<file path="config.mk">
export PLATFORM = sky130hd
export DESIGN_NAME = gpcfg_top
export DESIGN_NICKNAME = d
export VERILOG_FILES = /design/src/gpcfg_pkg.sv /design/src/gpcfg_top.sv
export SDC_FILE = /design/constraint.sdc
export NUM_CORES = 1
export LEC_CHECK = 0
export BUFFER_PORTS_ARGS = -buffer_cell sky130_fd_sc_hd__buf_4
export CORE_AREA = 5 5 172 174
export CTS_CLUSTER_SIZE = 30
export DETAILED_ROUTE_END_ITERATION = 8
export DIE_AREA = 0 0 177 179
export PLACE_DENSITY = 0.68
export SLEW_MARGIN = 20
export SYNTH_ARGS = -nofsm -noshare
export SYNTH_HDL_FRONTEND = slang
export SYNTH_SLANG_ARGS = --single-unit
</file>
<file path="constraint.sdc">
create_clock -name clk_i -period 2.15 [get_ports clk_i]
set_clock_uncertainty 0.2 [all_clocks]
set_input_delay 0.215 -clock clk_i [delete_from_list [all_inputs] [get_ports clk_i]]
set_output_delay 0.215 -clock clk_i [all_outputs]
set_load 0.005 [all_outputs]
</file>
<file path="src/gpcfg_pkg.sv">
// Purpose: constants for the port e/f/g pin configuration block
// Assumes: 32-bit classic wishbone, byte addresses
// Notes:   offsets are byte addresses
package gpcfg_pkg;
    localparam logic [8:0]  OFS_E_PULL_LO  = 9'h0e4;
    localparam logic [8:0]  OFS_E_PULL_HI  = 9'h0e8;
    localparam logic [8:0]  OFS_F_FUNC     = 9'h0f0;
    localparam logic [8:0]  OFS_F_VALUE    = 9'h100;
    localparam logic [8:0]  OFS_F_DRIVE    = 9'h104;
    localparam logic [8:0]  OFS_F_PULL     = 9'h114;
    localparam logic [8:0]  OFS_G_FUNC_LO  = 9'h120;
    localparam logic [31:0] RST_PULL       = 32'h0000_0000;
    localparam logic [31:0] RST_F_FUNC     = 32'h0fff_ffff;
    localparam logic [31:0] RST_F_VALUE    = 32'h0000_0000;
    localparam logic [31:0] RST_F_DRIVE    = 32'h0111_1111;
    localparam logic [31:0] RST_G_FUNC     = 32'hffff_ffff;
    localparam logic [31:0] MSK_E_PULL_HI  = 32'h0000_000f;
    localparam logic [31:0] MSK_F_FUNC     = 32'h0fff_ffff;
    localparam logic [31:0] MSK_F_VALUE    = 32'h0000_007f;
    localparam logic [31:0] MSK_F_DRIVE    = 32'h0333_3333;
    localparam logic [31:0] MSK_F_PULL     = 32'h0000_3fff;
    localparam logic [31:0] MSK_G_FUNC     = 32'hff00_0000;
    localparam int          E_PINS         = 18;
    localparam int          F_PINS         = 7;
    localparam int          G_LO           = 6;
    localparam int          G_PINS         = 2;
    localparam logic [3:0]  FN_INPUT       = 4'h0;
    localparam logic [3:0]  FN_OUTPUT      = 4'h1;
    localparam logic [3:0]  FN_PERIPH_LO   = 4'h2;
    localparam logic [3:0]  FN_F_PERIPH_HI = 4'h6;
    localparam logic [3:0]  FN_G_PERIPH_HI = 4'h5;
    localparam logic [3:0]  FN_EINT        = 4'he;
    localparam logic [3:0]  FN_DISABLE     = 4'hf;
    localparam logic [1:0]  PULL_NONE      = 2'h0;
    localparam logic [1:0]  PULL_UP        = 2'h1;
    localparam logic [1:0]  PULL_DOWN      = 2'h2;
endpackage

</file>
<file path="src/gpcfg_top.sv">
// Purpose: register-controlled pin configuration for port e pulls, port f, port g pins 6..7
// Assumes: pin inputs synchronous to clk_i; single wishbone slave, ack one cycle after request
// Notes:   pad controls and peripheral selects come straight from flip-flops
// Contract
// - pull field 00 none, 01 up, 10 down, 11 selects no bias
// - port e low pull register holds pins 15..0, two bits each
// - port e high pull register holds pin 17 at 3:2, pin 16 at 1:0
// - all pull registers reset to zero
// - function 0000 input, 0001 output, 1110 interrupt, 1111 disabled
// - port f function fields pin 6..0 at 27:24..3:0, reset all disabled
// - port f codes 0010..0110 select peripheral, 0111..1001 reserved
// - input pin reads sampled level in its data bit
// - output pin drives its data register bit
// - output pin data reads back last written value
// - port f data register bits 6:0, reset zero
// - drive field selects levels 0..3, resets to level 1
// - port f drive field of pin n at bits 4n+1:4n
// - port f pull register pin 6..0 at 13:12..1:0
// - port g function pin 7 at 31:28, pin 6 at 27:24, reset disabled
// - port g codes 0010..0101 peripheral, 0110..1001 reserved, 1110 interrupt
// - port g pins 6..7 input reads level, output follows data; g_pin_o is driven at zero in every mode
//
// Implementation choice: register access over Wishbone.
module gpcfg_top (
    input  wire logic                               clk_i,
    input  wire logic                               rst_i,
    input  wire logic                               wb_cyc_i,
    input  wire logic                               wb_stb_i,
    input  wire logic                               wb_we_i,
    input  wire logic [8:0]                         wb_adr_i,
    input  wire logic [3:0]                         wb_sel_i,
    input  wire logic [31:0]                        wb_dat_i,
    output logic      [31:0]                        wb_dat_o,
    output logic                                    wb_ack_o,
    output logic                                    wb_err_o,
    input  wire logic [gpcfg_pkg::F_PINS-1:0]       f_pin_i,
    output logic      [gpcfg_pkg::F_PINS-1:0]       f_pin_o,
    output logic      [gpcfg_pkg::F_PINS-1:0]       f_pin_oe_o,
    output logic      [gpcfg_pkg::F_PINS*3-1:0]     f_periph_sel_o,
    output logic      [gpcfg_pkg::F_PINS-1:0]       f_eint_en_o,
    output logic      [gpcfg_pkg::F_PINS*2-1:0]     f_strength_o,
    output logic      [gpcfg_pkg::F_PINS-1:0]       f_pull_up_o,
    output logic      [gpcfg_pkg::F_PINS-1:0]       f_pull_down_o,
    output logic      [gpcfg_pkg::E_PINS-1:0]       e_pull_up_o,
    output logic      [gpcfg_pkg::E_PINS-1:0]       e_pull_down_o,
    input  wire logic [gpcfg_pkg::G_PINS-1:0]       g_pin_i,
    output logic      [gpcfg_pkg::G_PINS-1:0]       g_pin_o,
    output logic      [gpcfg_pkg::G_PINS-1:0]       g_pin_oe_o,
    output logic      [gpcfg_pkg::G_PINS*3-1:0]     g_periph_sel_o,
    output logic      [gpcfg_pkg::G_PINS-1:0]       g_eint_en_o,
    output logic      [gpcfg_pkg::G_PINS-1:0]       g_pin_value_o
);

    localparam int FP = gpcfg_pkg::F_PINS;
    localparam int GP = gpcfg_pkg::G_PINS;
    localparam int EP = gpcfg_pkg::E_PINS;

    logic [31:0]   port_e_pull_low_r;
    logic [31:0]   port_e_pull_high_r;
    logic [31:0]   port_f_function_select_r;
    logic [31:0]   port_f_pin_value_r;
    logic [31:0]   port_f_drive_strength_r;
    logic [31:0]   port_f_pull_select_r;
    logic [31:0]   port_g_function_select_low_r;
    logic [GP-1:0] port_g_pin_value_r;
    logic [31:0]   rd_nxt;
    logic          hit;
    logic          req;
    logic [35:0]   e_pull_all;

    // merge write data under byte enables and the writable mask
    function automatic logic [31:0] merge(input logic [31:0] old, input logic [31:0] wd,
                                          input logic [3:0] sel, input logic [31:0] msk);
        logic [31:0] be;
        be = {{8{sel[3]}}, {8{sel[2]}}, {8{sel[1]}}, {8{sel[0]}}};
        return ((old & ~(be & msk)) | (wd & be & msk));
    endfunction

    // peripheral index 1..n for codes lo..hi, zero otherwise
    function automatic logic [2:0] periph(input logic [3:0] code, input logic [3:0] hi);
        logic [3:0] d;
        d = code - gpcfg_pkg::FN_PERIPH_LO + 4'h1;
        if (code >= gpcfg_pkg::FN_PERIPH_LO && code <= hi)
            return d[2:0];
        return 3'h0;
    endfunction

    function automatic logic pull_up(input logic [1:0] f);
        return f == gpcfg_pkg::PULL_UP;
    endfunction

    function automatic logic pull_dn(input logic [1:0] f);
        return f == gpcfg_pkg::PULL_DOWN;
    endfunction

    assign req = wb_cyc_i && wb_stb_i && !wb_ack_o && !wb_err_o;

    always_comb begin
        hit = 1'b1;
        rd_nxt = 32'h0;
        case (wb_adr_i)
            gpcfg_pkg::OFS_E_PULL_LO: rd_nxt = port_e_pull_low_r;
            gpcfg_pkg::OFS_E_PULL_HI: rd_nxt = port_e_pull_high_r;
            gpcfg_pkg::OFS_F_FUNC:    rd_nxt = port_f_function_select_r;
            gpcfg_pkg::OFS_F_VALUE: begin
                for (int i = 0; i < FP; i++) begin
                    // input pins show the pad, others the stored bit
                    if (port_f_function_select_r[4*i +: 4] == gpcfg_pkg::FN_INPUT)
                        rd_nxt[i] = f_pin_i[i];
                    else
                        rd_nxt[i] = port_f_pin_value_r[i];
                end
            end
            gpcfg_pkg::OFS_F_DRIVE:   rd_nxt = port_f_drive_strength_r;
            gpcfg_pkg::OFS_F_PULL:    rd_nxt = port_f_pull_select_r;
            gpcfg_pkg::OFS_G_FUNC_LO: rd_nxt = port_g_function_select_low_r;
            default:                  hit = 1'b0;
        endcase
    end

    // bus answer: ack or err one cycle after request
    always_ff @(posedge clk_i) begin
        if (rst_i) begin
            wb_ack_o <= 1'b0;
            wb_err_o <= 1'b0;
            wb_dat_o <= 32'h0;
        end else begin
            wb_ack_o <= req && hit;
            wb_err_o <= req && !hit;
            wb_dat_o <= (req && hit && !wb_we_i) ? rd_nxt : 32'h0;
        end
    end

    // register writes; masks keep unused bits at zero, except port g function bits 23:0, which are writable and reset to ones
    always_ff @(posedge clk_i) begin
        if (rst_i) begin
            port_e_pull_low_r            <= gpcfg_pkg::RST_PULL;
            port_e_pull_high_r           <= gpcfg_pkg::RST_PULL;
            port_f_function_select_r     <= gpcfg_pkg::RST_F_FUNC;
            port_f_pin_value_r           <= gpcfg_pkg::RST_F_VALUE;
            port_f_drive_strength_r      <= gpcfg_pkg::RST_F_DRIVE;
            port_f_pull_select_r         <= gpcfg_pkg::RST_PULL;
            port_g_function_select_low_r <= gpcfg_pkg::RST_G_FUNC;
        end else if (req && hit && wb_we_i) begin
            case (wb_adr_i)
                gpcfg_pkg::OFS_E_PULL_LO:
                    port_e_pull_low_r <= merge(port_e_pull_low_r, wb_dat_i, wb_sel_i, 32'hffff_ffff);
                gpcfg_pkg::OFS_E_PULL_HI:
                    port_e_pull_high_r <= merge(port_e_pull_high_r, wb_dat_i, wb_sel_i,
                                                gpcfg_pkg::MSK_E_PULL_HI);
                gpcfg_pkg::OFS_F_FUNC:
                    port_f_function_select_r <= merge(port_f_function_select_r, wb_dat_i, wb_sel_i,
                                                      gpcfg_pkg::MSK_F_FUNC);
                gpcfg_pkg::OFS_F_VALUE:
                    port_f_pin_value_r <= merge(port_f_pin_value_r, wb_dat_i, wb_sel_i,
                                                gpcfg_pkg::MSK_F_VALUE);
                gpcfg_pkg::OFS_F_DRIVE:
                    port_f_drive_strength_r <= merge(port_f_drive_strength_r, wb_dat_i, wb_sel_i,
                                                     gpcfg_pkg::MSK_F_DRIVE);
                gpcfg_pkg::OFS_F_PULL:
                    port_f_pull_select_r <= merge(port_f_pull_select_r, wb_dat_i, wb_sel_i,
                                                  gpcfg_pkg::MSK_F_PULL);
                gpcfg_pkg::OFS_G_FUNC_LO:
                    port_g_function_select_low_r <= merge(port_g_function_select_low_r, wb_dat_i,
                                                          wb_sel_i, 32'hffff_ffff);
                default: ;
            endcase
        end
    end

    // port g data bits live outside this block; pins 6..7 input levels are sampled here each cycle
    always_ff @(posedge clk_i) begin
        if (rst_i)
            port_g_pin_value_r <= '0;
        else
            port_g_pin_value_r <= g_pin_i;
    end

    assign e_pull_all = {port_e_pull_high_r[3:0], port_e_pull_low_r};

    // port e pull pad controls
    always_ff @(posedge clk_i) begin
        if (rst_i) begin
            e_pull_up_o   <= '0;
            e_pull_down_o <= '0;
        end else begin
            for (int i = 0; i < EP; i++) begin
                e_pull_up_o[i]   <= pull_up(e_pull_all[2*i +: 2]);
                e_pull_down_o[i] <= pull_dn(e_pull_all[2*i +: 2]);
            end
        end
    end

    // port f pad controls
    always_ff @(posedge clk_i) begin
        if (rst_i) begin
            f_pin_o        <= '0;
            f_pin_oe_o     <= '0;
            f_periph_sel_o <= '0;
            f_eint_en_o    <= '0;
            f_strength_o   <= '0;
            f_pull_up_o    <= '0;
            f_pull_down_o  <= '0;
        end else begin
            for (int i = 0; i < FP; i++) begin
                f_pin_o[i]            <= port_f_pin_value_r[i];
                f_pin_oe_o[i]         <= port_f_function_select_r[4*i +: 4] == gpcfg_pkg::FN_OUTPUT;
                f_periph_sel_o[3*i +: 3] <= periph(port_f_function_select_r[4*i +: 4],
                                                   gpcfg_pkg::FN_F_PERIPH_HI);
                f_eint_en_o[i]        <= port_f_function_select_r[4*i +: 4] == gpcfg_pkg::FN_EINT;
                f_strength_o[2*i +: 2] <= port_f_drive_strength_r[4*i +: 2];
                f_pull_up_o[i]        <= pull_up(port_f_pull_select_r[2*i +: 2]);
                f_pull_down_o[i]      <= pull_dn(port_f_pull_select_r[2*i +: 2]);
            end
        end
    end

    // port g pins 6..7 pad controls; codes 1010..1101 fall through to nothing
    always_ff @(posedge clk_i) begin
        if (rst_i) begin
            g_pin_o        <= '0;
            g_pin_oe_o     <= '0;
            g_periph_sel_o <= '0;
            g_eint_en_o    <= '0;
            g_pin_value_o  <= '0;
        end else begin
            for (int i = 0; i < GP; i++) begin
                g_pin_oe_o[i] <= port_g_function_select_low_r[4*(i+gpcfg_pkg::G_LO) +: 4]
                                 == gpcfg_pkg::FN_OUTPUT;
                g_periph_sel_o[3*i +: 3] <= periph(port_g_function_select_low_r[4*(i+gpcfg_pkg::G_LO) +: 4],
                                                   gpcfg_pkg::FN_G_PERIPH_HI);
                g_eint_en_o[i] <= port_g_function_select_low_r[4*(i+gpcfg_pkg::G_LO) +: 4]
                                  == gpcfg_pkg::FN_EINT;
            end
            g_pin_o       <= '0;
            g_pin_value_o <= port_g_pin_value_r;
        end
    end

    AST_ACK_ONE: assert property (
        @(posedge clk_i) disable iff (rst_i)
        req && hit |=> wb_ack_o ##1 !wb_ack_o)
        else $error("ack not one cycle");

    AST_UNMAPPED: assert property (
        @(posedge clk_i) disable iff (rst_i)
        req && !hit |=> wb_err_o && !wb_ack_o)
        else $error("unmapped not refused");

    AST_HI_UNUSED: assert property (
        @(posedge clk_i) disable iff (rst_i)
        port_e_pull_high_r[31:4] == 28'h0)
        else $error("e high unused bits set");

    AST_F_UNUSED: assert property (
        @(posedge clk_i) disable iff (rst_i)
        port_f_pin_value_r[31:7] == 25'h0 && port_f_function_select_r[31:28] == 4'h0)
        else $error("f unused set");

    AST_DRV_UNUSED: assert property (
        @(posedge clk_i) disable iff (rst_i)
        (port_f_drive_strength_r & ~gpcfg_pkg::MSK_F_DRIVE) == 32'h0)
        else $error("drive unused set");

    AST_PULL_EXCL: assert property (
        @(posedge clk_i) disable iff (rst_i)
        (f_pull_up_o & f_pull_down_o) == '0 && (e_pull_up_o & e_pull_down_o) == '0)
        else $error("both pulls");

    AST_OUT_FOLLOW: assert property (
        @(posedge clk_i) disable iff (rst_i)
        1'b1 |=> f_pin_o == $past(port_f_pin_value_r[FP-1:0]))
        else $error("f pin not following data");

    AST_OE_CODE: assert property (
        @(posedge clk_i) disable iff (rst_i)
        port_f_function_select_r[3:0] == gpcfg_pkg::FN_DISABLE |=> !f_pin_oe_o[0] && f_periph_sel_o[2:0] == 3'h0)
        else $error("disabled pin active");

    AST_RESET_DEF: assert property (
        @(posedge clk_i)
        rst_i |=> port_f_drive_strength_r == gpcfg_pkg::RST_F_DRIVE
        && port_g_function_select_low_r == gpcfg_pkg::RST_G_FUNC)
        else $error("reset default wrong");

    AST_F_PULL_RSV: assert property (
        @(posedge clk_i) disable iff (rst_i)
        &port_f_pull_select_r[7:6] |=> !f_pull_up_o[3] && !f_pull_down_o[3])
        else $error("reserved pull biased");

    AST_E_LO_MAP: assert property (
        @(posedge clk_i) disable iff (rst_i)
        port_e_pull_low_r[29:28] == gpcfg_pkg::PULL_DOWN |=> e_pull_down_o[14])
        else $error("e pin 14 pull wrong");

    AST_E_HI_MAP: assert property (
        @(posedge clk_i) disable iff (rst_i)
        port_e_pull_high_r[3:2] == gpcfg_pkg::PULL_UP |=> e_pull_up_o[17])
        else $error("e pin 17 pull wrong");

    AST_PULL_RESET: assert property (
        @(posedge clk_i)
        rst_i |=> port_e_pull_low_r == gpcfg_pkg::RST_PULL && port_e_pull_high_r == gpcfg_pkg::RST_PULL
        && port_f_pull_select_r == gpcfg_pkg::RST_PULL)
        else $error("pull reset wrong");

    AST_EINT_CODE: assert property (
        @(posedge clk_i) disable iff (rst_i)
        port_f_function_select_r[27:24] == gpcfg_pkg::FN_EINT |=> f_eint_en_o[6] && !f_pin_oe_o[6])
        else $error("f interrupt select wrong");

    AST_F_FUNC_RESET: assert property (
        @(posedge clk_i)
        rst_i |=> port_f_function_select_r == gpcfg_pkg::RST_F_FUNC)
        else $error("f function reset wrong");

    AST_F_RESERVED: assert property (
        @(posedge clk_i) disable iff (rst_i)
        port_f_function_select_r[7:4] inside {4'h7, 4'h8, 4'h9} |=> f_periph_sel_o[5:3] == 3'h0)
        else $error("f reserved code routed");

    AST_F_PERIPH: assert property (
        @(posedge clk_i) disable iff (rst_i)
        port_f_function_select_r[3:0] == gpcfg_pkg::FN_F_PERIPH_HI |=> f_periph_sel_o[2:0] == 3'h5)
        else $error("f top peripheral wrong");

    AST_READ_INPUT: assert property (
        @(posedge clk_i) disable iff (rst_i)
        req && !wb_we_i && wb_adr_i == gpcfg_pkg::OFS_F_VALUE
        && port_f_function_select_r[3:0] == gpcfg_pkg::FN_INPUT |=> wb_dat_o[0] == $past(f_pin_i[0]))
        else $error("input level not read");

    AST_READ_OUTPUT: assert property (
        @(posedge clk_i) disable iff (rst_i)
        req && !wb_we_i && wb_adr_i == gpcfg_pkg::OFS_F_VALUE
        && port_f_function_select_r[3:0] == gpcfg_pkg::FN_OUTPUT |=> wb_dat_o[0] == $past(port_f_pin_value_r[0]))
        else $error("output data not read back");

    AST_F_VALUE_RESET: assert property (
        @(posedge clk_i)
        rst_i |=> port_f_pin_value_r == gpcfg_pkg::RST_F_VALUE)
        else $error("f data reset wrong");

    AST_STRENGTH: assert property (
        @(posedge clk_i) disable iff (rst_i)
        1'b1 |=> f_strength_o[13:12] == $past(port_f_drive_strength_r[25:24]))
        else $error("pin 6 strength wrong");

    AST_F_PULL_UNUSED: assert property (
        @(posedge clk_i) disable iff (rst_i)
        port_f_pull_select_r[31:14] == 18'h0)
        else $error("f pull unused set");

    AST_G_EINT: assert property (
        @(posedge clk_i) disable iff (rst_i)
        port_g_function_select_low_r[31:28] == gpcfg_pkg::FN_EINT |=> g_eint_en_o[1] && g_periph_sel_o[5:3] == 3'h0)
        else $error("g interrupt select wrong");

    AST_G_RESERVED: assert property (
        @(posedge clk_i) disable iff (rst_i)
        port_g_function_select_low_r[27:24] == 4'h6 |=> g_periph_sel_o[2:0] == 3'h0)
        else $error("g reserved code routed");

    AST_G_LEVEL: assert property (
        @(posedge clk_i) disable iff (rst_i)
        1'b1 |=> g_pin_value_o == $past(port_g_pin_value_r))
        else $error("g level not shown");

    AST_RSV_HIGH: assert property (
        @(posedge clk_i) disable iff (rst_i)
        port_f_function_select_r[11:8] inside {[4'ha:4'hd]} |=> f_periph_sel_o[8:6] == 3'h0 && !f_pin_oe_o[2])
        else $error("high reserved code active");

    AST_ERR_NO_DATA: assert property (
        @(posedge clk_i) disable iff (rst_i)
        req && !hit |=> wb_dat_o == 32'h0)
        else $error("data on refused access");

    AST_ACK_ERR_EXCL: assert property (
        @(posedge clk_i) disable iff (rst_i)
        !(wb_ack_o && wb_err_o))
        else $error("ack and err together");

    COV_WRITE: cover property (@(posedge clk_i) disable iff (rst_i) req && hit && wb_we_i ##1 wb_ack_o);
    COV_READ: cover property (@(posedge clk_i) disable iff (rst_i) req && hit && !wb_we_i ##1 wb_ack_o);
    COV_ERR: cover property (@(posedge clk_i) disable iff (rst_i) wb_err_o);
    COV_OUT: cover property (@(posedge clk_i) disable iff (rst_i) |f_pin_oe_o);
    COV_EINT: cover property (@(posedge clk_i) disable iff (rst_i) |f_eint_en_o);

endmodule

</file>
### Word-level counts from Yosys, hierarchy flattened

Cells that the tools add are included.

| word-level totals | value |
|---|---|
| bits in writable memories | 0 |
| logic and storage cells | 255 |
| memory bits (read-only) | 0 |
| memories kept | 0 |
| bits of input ports | 59 |
| output and inout bits | 154 |
| latch bits | 0 |
| bits in registers | 378 |

| cells by class | value |
|---|---|
| add/subtract/negate cells | 18 |
| bitwise operators | 31 |
| shift-type cells | 0 |
| muxes and demuxes | 37 |
| divide/modulo/power cells | 0 |
| eq/ne operators | 75 |
| $lt $le $gt $ge | 18 |
| multipliers | 0 |
| reduce and logical (&&, ||, !) cells | 45 |

Operator list:

| cell | number |
|---|---|
| $and A32 B32 Y32 | 8 |
| $pmux W25 S6 | 1 |
| $or A32 B32 Y32 | 2 |
| $eq A2 B1 Y1 const B | 25 |
| $eq A2 B2 Y1 const B | 25 |
| $pmux W7 S7 | 1 |
| $eq A4 B1 Y1 const B | 9 |
| $eq A4 B4 Y1 const B | 9 |
| $eq A9 B9 Y1 const B | 4 |
| $ge A4 B2 Y1 const B | 9 |
| $le A4 B3 Y1 const B | 9 |
| $not A14 Y32 | 1 |
| $not A26 Y32 | 1 |
| $not A28 Y32 | 1 |
| $not A32 Y32 | 1 |
| $not A4 Y32 | 1 |
| $not A7 Y32 | 1 |
| $or A32 B14 Y32 | 1 |
| $or A32 B26 Y32 | 1 |
| $or A32 B28 Y32 | 1 |
| $or A32 B4 Y32 | 1 |
| $or A32 B7 Y32 | 1 |
| $logic_not A4 Y1 | 7 |
| $add A3 B1 Y3 const B | 9 |
| 10 further kinds | 95 |

### Longest topological paths before layout

Gate-level depths: netlist of run 1.

| logic depth | value |
|---|---|
| depth in word-level cells | 7 |
| gate-level depth with buffers | 8 |
| depth with buffers taken out | 7 |

### Worst setup path before layout of run 1

Ideal clock, no wire load.

| timing | value |
|---|---|
| kind | input to register |
| start | in wb_adr_i[4] |
| end | reg with a tool-made name |
| data required time | 1.830 ns |
| arrival | 1.656 ns |
| slack | 0.174 ns |
| path buffers | 2 |
| stages | 7 |
| path through | buf_2 -> nor4b_4 -> nand3_4 -> nor2_4 -> buf_2 -> nor2b_1 -> a211o_1 |

RTL lines:

| element | RTL line | source |
|---|---|---|
| from (decl) | gpcfg_top.sv:30 | `input wire logic [8:0] wb_adr_i,` |

==> metrics.csv, run 1 <==
metric;value;unit
Tot Pwr;10.8;mW
routed vias;8638;
die footprint;0.0317;mm²
Post-synth EDFFs;0;
Largest stage delay, worst path;0.39;ns
post-synth cell types;59;
leading cell type in the layout, fill and taps excluded;dfxtp_1;
Clk pin slew, worst setup/hold paths;0.07;ns
Die W;177;µm
leakage power;5.83;nW
ys async rst share;0;
fin. max-slew vios;0;
Ys Warns;0;
power per standard cell area;741;mW/mm²
Site Rows;61;
Core Util, Final;0.527;
crit-path cells;and4bb_2 > nand3_4 > buf_12 > nor2_4 > nor2b_1 > a211o_1;
initial antenna violation count;0;
Max Clock Freq;0.484;GHz
1st-iter DRT viols;679;
Antenna Nets Post-Route;0;
Layout fillers;2558;
Place WS;0.0238;ns
drt wl/cell;17.8;µm
Area Growth Syn to Fin;33.4;%
delay-heaviest family, CP;simple AND/OR/NAND/NOR gates;
CTS H-Tree Depth;1;
root buffer cell;clkbuf_16;
Final Hold Fails;0;
Syn Area/Cell;10.6;µm²
FF-to-FF path depth;6;
largest net degree at the start of global routing;161;
Final #Nets;1397;
All-Layer GR Usage;0.186;
RSZ-0062 raised after global routing;false;
Reg2Reg Setup Slack;0.08;ns
first-pass iteration count of the detailed router;7;
sequential area share after synthesis;0.522;
Worst path slowest cell;and4bb_2;
# IOs;213;
PortBufs;210;
layout cells sized above 1;0.262;
Placeable Area;0.0276;mm²
Mapped Cells;1034;
DR vias/cell;5.07;
Worst Hold Class;in2reg;
WHS Path Cells;4;
first-pass GRT wire length;47300;µm
Req. time, crit path;2.37;ns
reg2reg start;wb_err_o$_SDFF_PP0_;
crit path max fanout;15;
status;completed;
crit end category;register;
clock sink count;285;
setup TNS;0;ns
kind of start point of the critical path;register;
GPL Wtd Cong;0.825;
synthesized flop and latch total;285;
worst-margin pin slew;0.750;ns
Hold Slack;0.0523;ns
Final WS setup;0.0838;ns
crit path time final;2.07;ns
Die H;179;µm
Peak VDD IR;0.512;mV
Hold Startpoint;wb_sel_i[3];
Final period util;0.961;
number of buffers created by CTS;29;
final setup fails;0;
n_diodes;0;
Starting Density;0.395;
max_slew headroom;0.500;
clock buffer depth;3;
grt total ovfl;0;
post-DP HPWL;21600;µm
Post-synth top flop;dfxtp_1;
vias in the first global route;8388;
clk_lat worst skew;0.54;ns
CP Launch Point;wb_err_o$_SDFF_PP0_;
WL final;30400;µm
mapped cell area;0.0109;mm²
most frequent cells in the layout;285 x dfxtp_1, 253 x buf_4, 131 x nor2_1;
buffers plus inverters on the worst setup path;1;
number of remaining DRC errors;0;
CTS tree;done;
WP data arrival;2.28;ns
Crit Path Class;reg2reg;
max-cap violation count;0;
## routing by layer
layer | GRT usage | share of wire | wire [µm]
met1 | 0.256 | 0.45 | 13700
met2 | 0.309 | 0.47 | 14300
met3 | 0.0329 | 0.060 | 1810
met4 | 0.0387 | 0.019 | 591
met5 | 0 | 0 | 0
## cell usage after synthesis, types with 5 or more instances
cell      count  share of area
dfxtp_1     285           0.52
nor2_1      131          0.045
nor2b_1      76          0.044
a211o_1      66          0.053
mux2i_1      60          0.055
nor3b_1      57          0.039
clkbuf_1     41          0.014
nand2_1      36          0.012
ha_1         34          0.039
a22oi_1      27          0.019
o21ai_0      23          0.011
a21oi_1      19         0.0087
inv_1        19         0.0065
a22o_1       13          0.010
buf_2        12         0.0055
a222oi_1     11          0.010
and4b_1      11          0.010
nor4b_1       9         0.0072
xnor2_1       9         0.0072
a311oi_1      7         0.0056
nor2_4        7         0.0072
o31ai_1       7         0.0048
nor3_4        6         0.0089
buf_4         5         0.0034
nor2_2        5         0.0029
o22a_1        5         0.0040
## report_power, final
group | internal, mW | switching (mW) | leakage [nW]
Sequential | 5.29 | 0.00384 | 2.30
Clock | 3.04 | 2.04 | 0.485
Combinational | 0.191 | 0.237 | 3.05
## worst reg2reg max path: stages (launching register included)
cell and delay (ns):
dfxtp_1 0.34, and4bb_2 0.39, nand3_4 0.17, buf_12 0.19, nor2_4 0.29, nor2b_1 0.09, a211o_1 0.28
## through the flow
step,cells,area [µm²]
after floorplan,1035,10900
after CTS,1703,14500
after detailed placement,1610,13200
final,1704,14600
after global routing,1704,14600
after global placement,1610,13200
## worst max-delay path by stage
stage,cells past startpoint,slack [ns],to
floorplan,7,0.17,register
finish,6,0.08,register
CTS,6,0.01,register
global route,7,0.007,register
global placement,6,0.06,register
detailed placement,6,0.02,register
## final cells by class
cell class	count	area (µm²)	area share
multi-input combinational	668	4900	0.336
timing repair buffer	301	2450	0.168
inverter	19	71.3	0.00489
tap	378	473	0.0325
clock buffer	40	827	0.0568
sequential	285	5710	0.392
clock inverter	13	146	0.0100
## kinds of logic (layout without fill, tap and decap cells)
group           Yosys count  in the layout  synth area share
compound gates          192            192             0.137
xor+xnor                  9              9           0.00721
fa+ha+maj                34             34            0.0389
buf+inv                  82            373            0.0319
flops                   285            285             0.522
mux                      64             64            0.0591
other cells               1              2          0.000343
simple gates            367            367             0.203
## repair_timing
action,in CTS,in global routing
endpoints found under the hold margin,152,0
resized for setup,0,3
endpoints found under the setup margin,0,42
buffers inserted,0,1
hold buffers,40,0
Note: power is estimated with default switching activity, not from simulation.
==> run 2, diff against run 1 <==
CORE_AREA = 5 5 183 185   (was 5 5 172 174)
DIE_AREA = 0 0 188 190   (was 0 0 177 179)
PLACE_DENSITY = 0.62   (was 0.68)
==> run 2 against run 1 <==
Register-to-register slack improved by 0.04 ns. Power increased by 3.6%. Sequential cell count unchanged. Highest routed layer unchanged.
==> metrics.csv, run 2 (same netlist as run 1, synthesis figures left out) <==
metric;value;unit;change
status;completed;;
crit end category;register;;
Final period util;0.949;;-0.0121
clock sink count;285;;unchanged
Req. time, crit path;2.36;ns;about the same
1st-iter DRT viols;558;;-18%
number of remaining DRC errors;0;;unchanged
layout cells sized above 1;0.266;;+0.00478
routed vias;8621;;-0.20%
number of buffers created by CTS;30;;+3.4%
crit path time final;2.04;ns;-0.0261 ns
root buffer cell;clkbuf_16;;
Die H;190;µm;+6.1%
DP Cell Count;1646;;+2.2%
Peak VDD IR;0.593;mV;+16%
most frequent cells in the layout;285 x dfxtp_1, 254 x buf_4, 131 x nor2_1;;
WL final;31400;µm;+3.4%
Non-Filler Instances;1744;;+2.3%
leading cell type in the layout, fill and taps excluded;dfxtp_1;;
Die W;188;µm;+6.2%
max-cap violation count;0;;unchanged
Setup Buffers After CTS;0;;unchanged
n_diodes;0;;unchanged
Antenna Nets Post-Route;0;;unchanged
post-DP HPWL;22400;µm;+3.7%
Area Growth Syn to Fin;35.5;%;
RSZ-0062 raised after global routing;false;;
die footprint;0.0357;mm²;+13%
final setup fails;0;;unchanged
fin. max-slew vios;0;;unchanged
Layout fillers;3005;;+17%
clock buffer depth;3;;unchanged
GPL Wtd Cong;0.808;;-2.0%
drt wl/cell;18.0;µm;+1.0%
clk_lat worst skew;0.54;ns;about the same
WP data arrival;2.25;ns;-0.03 ns
grt total ovfl;0;;unchanged
worst-margin pin slew;0.684;ns;-0.0663 ns
Site Rows;66;;+8.2%
Final Hold Fails;0;;unchanged
kind of start point of the critical path;input pin;;
Clk pin slew, worst setup/hold paths;0.06;ns;about the same
leakage power;5.93;nW;+1.6%
max_slew headroom;0.544;;+0.0442
setup TNS;0;ns;unchanged
Final #Nets;1405;;+0.57%
CTS H-Tree Depth;1;;unchanged
Reg2Reg Setup Slack;0.12;ns;+0.04 ns
Crit Path Class;in2reg;;
crit path max fanout;8;;-7
area occupied by multi-input gates;0.00489;mm²;about the same
Post-DP Area;0.0133;mm²;+1.1%
PortBufs;210;;unchanged
first-pass GRT wire length;49500;µm;+4.7%
DR vias/cell;4.94;;-2.5%
Placeable Area;0.0319;mm²;+15%
initial antenna violation count;0;;unchanged
Starting Density;0.343;;-0.0527
power per standard cell area;756;mW/mm²;+1.9%
vias in the first global route;8762;;+4.5%
design area;0.0148;mm²;+1.6%
first-pass iteration count of the detailed router;5;;-2
Worst Hold Class;in2reg;;
Core Util, Final;0.465;;-0.0629
All-Layer GR Usage;0.170;;-0.0159
CTS tree;done;;
largest net degree at the start of global routing;147;;-8.7%
# IOs;213;;unchanged
Seq. cell area;0.00571;mm²;unchanged
Max Clock Freq;0.490;GHz;+1.3%
-- run 2: cell types whose count changed in the layout (fill, tap and decap cells not counted), sizes merged --
cell         delta
buf             +5
clkinvlp        +1
dlygate4sd3     +2
clkinv          -5
clkbuf          +7
-- run 2: path summary, 6_finish.rpt --
kind                                 end  cells after the start                        startpoint
min               wb_dat_o[3]$_SDFF_PP0_                      4                        f_pin_i[3]
min reg2reg  g_pin_value_o[1]$_SDFF_PP0_                      1  port_g_pin_value_r[1]$_SDFF_PP0_
max reg2reg                     register                      7               wb_ack_o$_SDFF_PP0_
max                             register                      9                           wb_we_i
-- run 2: power by group --
group / switching (mW) / internal, mW / total [mW]
logic: 0.238 / 0.191 / 0.429
registers: 0.00409 / 5.29 / 5.30
clock network: 2.12 / 3.34 / 5.46
total: 2.36 / 8.83 / 11.2
-- run 2: per-layer routing --
metal | vias up | routed length, µm | GRT usage
li1 | 4226 | - | -
met1 | 4143 | 14400 | 0.228
met2 | 223 | 15000 | 0.290
met3 | 29 | 1660 | 0.0334
met4 | 0 | 424 | 0.0316
met5 | - | 0 | 0
-- run 2: final cells by class --
type                       instances  area share
clock buffer                      47      0.0632
clock inverter                     9     0.00887
inverter                          19     0.00482
multi-input combinational        668       0.331
sequential                       285       0.385
tap                              408      0.0345
timing repair buffer             308       0.173
-- run 2: what timing repair did --
action | CTS | global route
gates resized for setup | 0 | 3
endpoints found under the hold margin | 150 | 0
hold buffers | 42 | 0
endpoints found under the setup margin | 0 | 5
-- run 2: per-stage QoR --
step	hold WS [ns]	setup WS [ns]	total power, mW
after floorplan	0.133	0.174	5.56
after CTS	0.00648	0.0401	11.3
after global routing	0.0381	0.00487	11.6
after detailed placement	0.233	0.00519	5.78
after global placement	0.221	0.0286	5.78
final	0.0517	0.110	11.2
-- run 2: critical path: stages --
cell	delay (ns)
dlygate4sd3_1	0.58
buf_4	0.14
and4bb_2	0.29
nand3_2	0.11
buf_12	0.17
nor3b_2	0.19
buf_4	0.24
mux2i_2	0.25
nor2_1	0.05
==> run 3, diff against run 2 <==
CELL_PAD_IN_SITES_DETAIL_PLACEMENT = 1   (was default)
CELL_PAD_IN_SITES_GLOBAL_PLACEMENT = 1   (was default)
PLACE_DENSITY = 0.75   (was 0.62)
==> run 3 against run 2 <==
Largest cell class unchanged. Combinational power up 4.7%. First-iteration DRC count fell by 19%. Sequential power is essentially flat. Largest power group unchanged. Fmax increased by 0.86%. Critical path type is now reg2reg. Hold slack got worse by 0.035 ns. Via count rose by 3.0%.
==> metrics.csv, run 3 (same netlist as run 1, synthesis figures left out) <==
metric;value;unit;change
Largest stage delay, worst path;0.39;ns;-0.19 ns
crit-path cells;and4bb_4 > nand3_1 > buf_4 > nor3_4 > nor2b_1 > a211o_1;;
setup TNS;0;ns;unchanged
Die H;190;µm;unchanged
1st-iter DRT viols;451;;-19%
largest net degree at the start of global routing;85;;-42%
clock buffer depth;3;;unchanged
crit path max fanout;11;;+3
Area Growth Syn to Fin;36.5;%;
# IOs;213;;unchanged
max-cap violation count;0;;unchanged
DR vias/cell;5.07;;+2.6%
Peak VDD IR;0.573;mV;-3.3%
reg2reg start;wb_err_o$_SDFF_PP0_;;
Tot Pwr;11.2;mW;+0.28%
status;completed;;
Crit Path Class;reg2reg;;
n_diodes;0;;unchanged
delay-heaviest family, CP;simple AND/OR/NAND/NOR gates;;
max_slew headroom;0.617;;+0.0727
RSZ-0062 raised after global routing;false;;
first-pass iteration count of the detailed router;7;;+2
Hold Startpoint;f_pin_i[4];;
buffers plus inverters on the worst setup path;1;;-3
Placeable Area;0.0319;mm²;unchanged
GR Layer Usage met3;0.0367;;+0.00330
Max Clock Freq;0.494;GHz;+0.86%
Die W;188;µm;unchanged
All-Layer GR Usage;0.186;;+0.0159
CTS H-Tree Depth;1;;unchanged
clk_lat worst skew;0.55;ns;about the same
CTS tree;done;;
vias in the first global route;9632;;+9.9%
crit path time final;2.02;ns;-0.0174 ns
leading cell type in the layout, fill and taps excluded;dfxtp_1;;
PortBufs;210;;unchanged
Final #Nets;1413;;+0.57%
Antenna Nets Post-Route;0;;unchanged
WHS Path Cells;5;;+1
Hold Crit Endpoint;wb_dat_o[4]$_SDFF_PP0_;;
post-DP HPWL;24700;µm;+10%
routed vias;8881;;+3.0%
initial antenna violation count;0;;unchanged
grt total ovfl;0;;unchanged
Site Rows;66;;unchanged
Final Hold Fails;0;;unchanged
Req. time, crit path;2.38;ns;+0.02 ns
Final WS setup;0.127;ns;+0.0174 ns
root buffer cell;clkbuf_16;;
kind of start point of the critical path;register;;
power per standard cell area;752;mW/mm²;-0.42%
Core Util, Final;0.468;;+0.00330
design area;0.0149;mm²;+0.71%
DP Cell Count;1652;;+0.36%
Place WS;-0.0451;ns;-0.0503 ns
final setup fails;0;;unchanged
first-pass GRT wire length;54000;µm;+9.1%
crit end category;register;;
Post-DP Area;0.0134;mm²;+0.34%
Non-Filler Instances;1751;;+0.40%
WL final;34200;µm;+8.8%
fin. max-slew vios;0;;unchanged
most frequent cells in the layout;285 x dfxtp_1, 262 x buf_4, 131 x nor2_1;;
met2 GRT Util;0.334;;+0.0435
layout cells sized above 1;0.273;;+0.00680
Final period util;0.941;;-0.00808
M1 GR Usage;0.234;;+0.00607
FF-to-FF path depth;6;;-1
Hold Slack;0.0168;ns;-0.0349 ns
worst-margin pin slew;0.568;ns;-0.116 ns
Reg2Reg Setup Slack;0.13;ns;about the same
number of remaining DRC errors;0;;unchanged
Worst path slowest cell;and4bb_4;;
Clk pin slew, worst setup/hold paths;0.07;ns;about the same
Worst Hold Class;in2reg;;
Starting Density;0.343;;unchanged
leakage power;5.99;nW;+1.1%
number of buffers created by CTS;30;;unchanged
die footprint;0.0357;mm²;unchanged
GPL Wtd Cong;0.830;;+2.7%
WP data arrival;2.26;ns;about the same
clock sink count;285;;unchanged
drt wl/cell;19.5;µm;+8.3%
busiest grt layer;met2;;
## run 3: where the power goes
part           switching (mW)  internal (mW)  total [mW]
registers             0.00365           5.29        5.30
logic                   0.248          0.202       0.449
clock network            2.13           3.35        5.48
total                    2.38           8.84        11.2
## run 3: routing by layer
layer  vias to the layer above  wire [µm]  part of all wire
met5                         -          0                 0
li1                       4236          -                 -
met4                         0        646             0.019
met1                      4384      15000              0.44
met2                       209      17000              0.50
met3                        52       1630             0.048
## run 3: final cells by class
cell class / count / area (µm²)
clock buffers: 43 / 891
clock inverters: 12 / 168
fillers: 3447 / 17000
inverters: 19 / 71.3
multi-input cells: 668 / 4920
flip-flops and latches: 285 / 5710
well taps: 408 / 510
repair buffers: 316 / 2650
## run 3: worst min-delay path, stage by stage
cell and delay, ns:
buf_4 0.07, mux2i_1 0.06, o21ai_0 0.16, nand2_1 0.08
a21oi_1 0.13
## run 3: how the worst max path moves through the flow
stage | startpoint | depth (start not counted) | to | slack, ns
2_1_floorplan | wb_adr_i[4] | 7 | register | 0.17
6_report | wb_err_o$_SDFF_PP0_ | 6 | register | 0.13
4_1_cts | wb_err_o$_SDFF_PP0_ | 5 | register | 0.0007
5_1_grt | wb_err_o$_SDFF_PP0_ | 7 | register | 0.03
3_3_place_gp | wb_err_o$_SDFF_PP0_ | 6 | register | -0.005
3_5_place_dp | wb_err_o$_SDFF_PP0_ | 6 | register | -0.05
## run 3: what timing repair did
| item | CTS | global route |
|---|---|---|
| setup endpoints to repair | 20 | 44 |
| setup buffers | 5 | 0 |
| endpoints found under the hold margin | 148 | 0 |
| resized for setup | 0 | 7 |
| pin swaps | 4 | 0 |
| hold buffers | 39 | 0 |
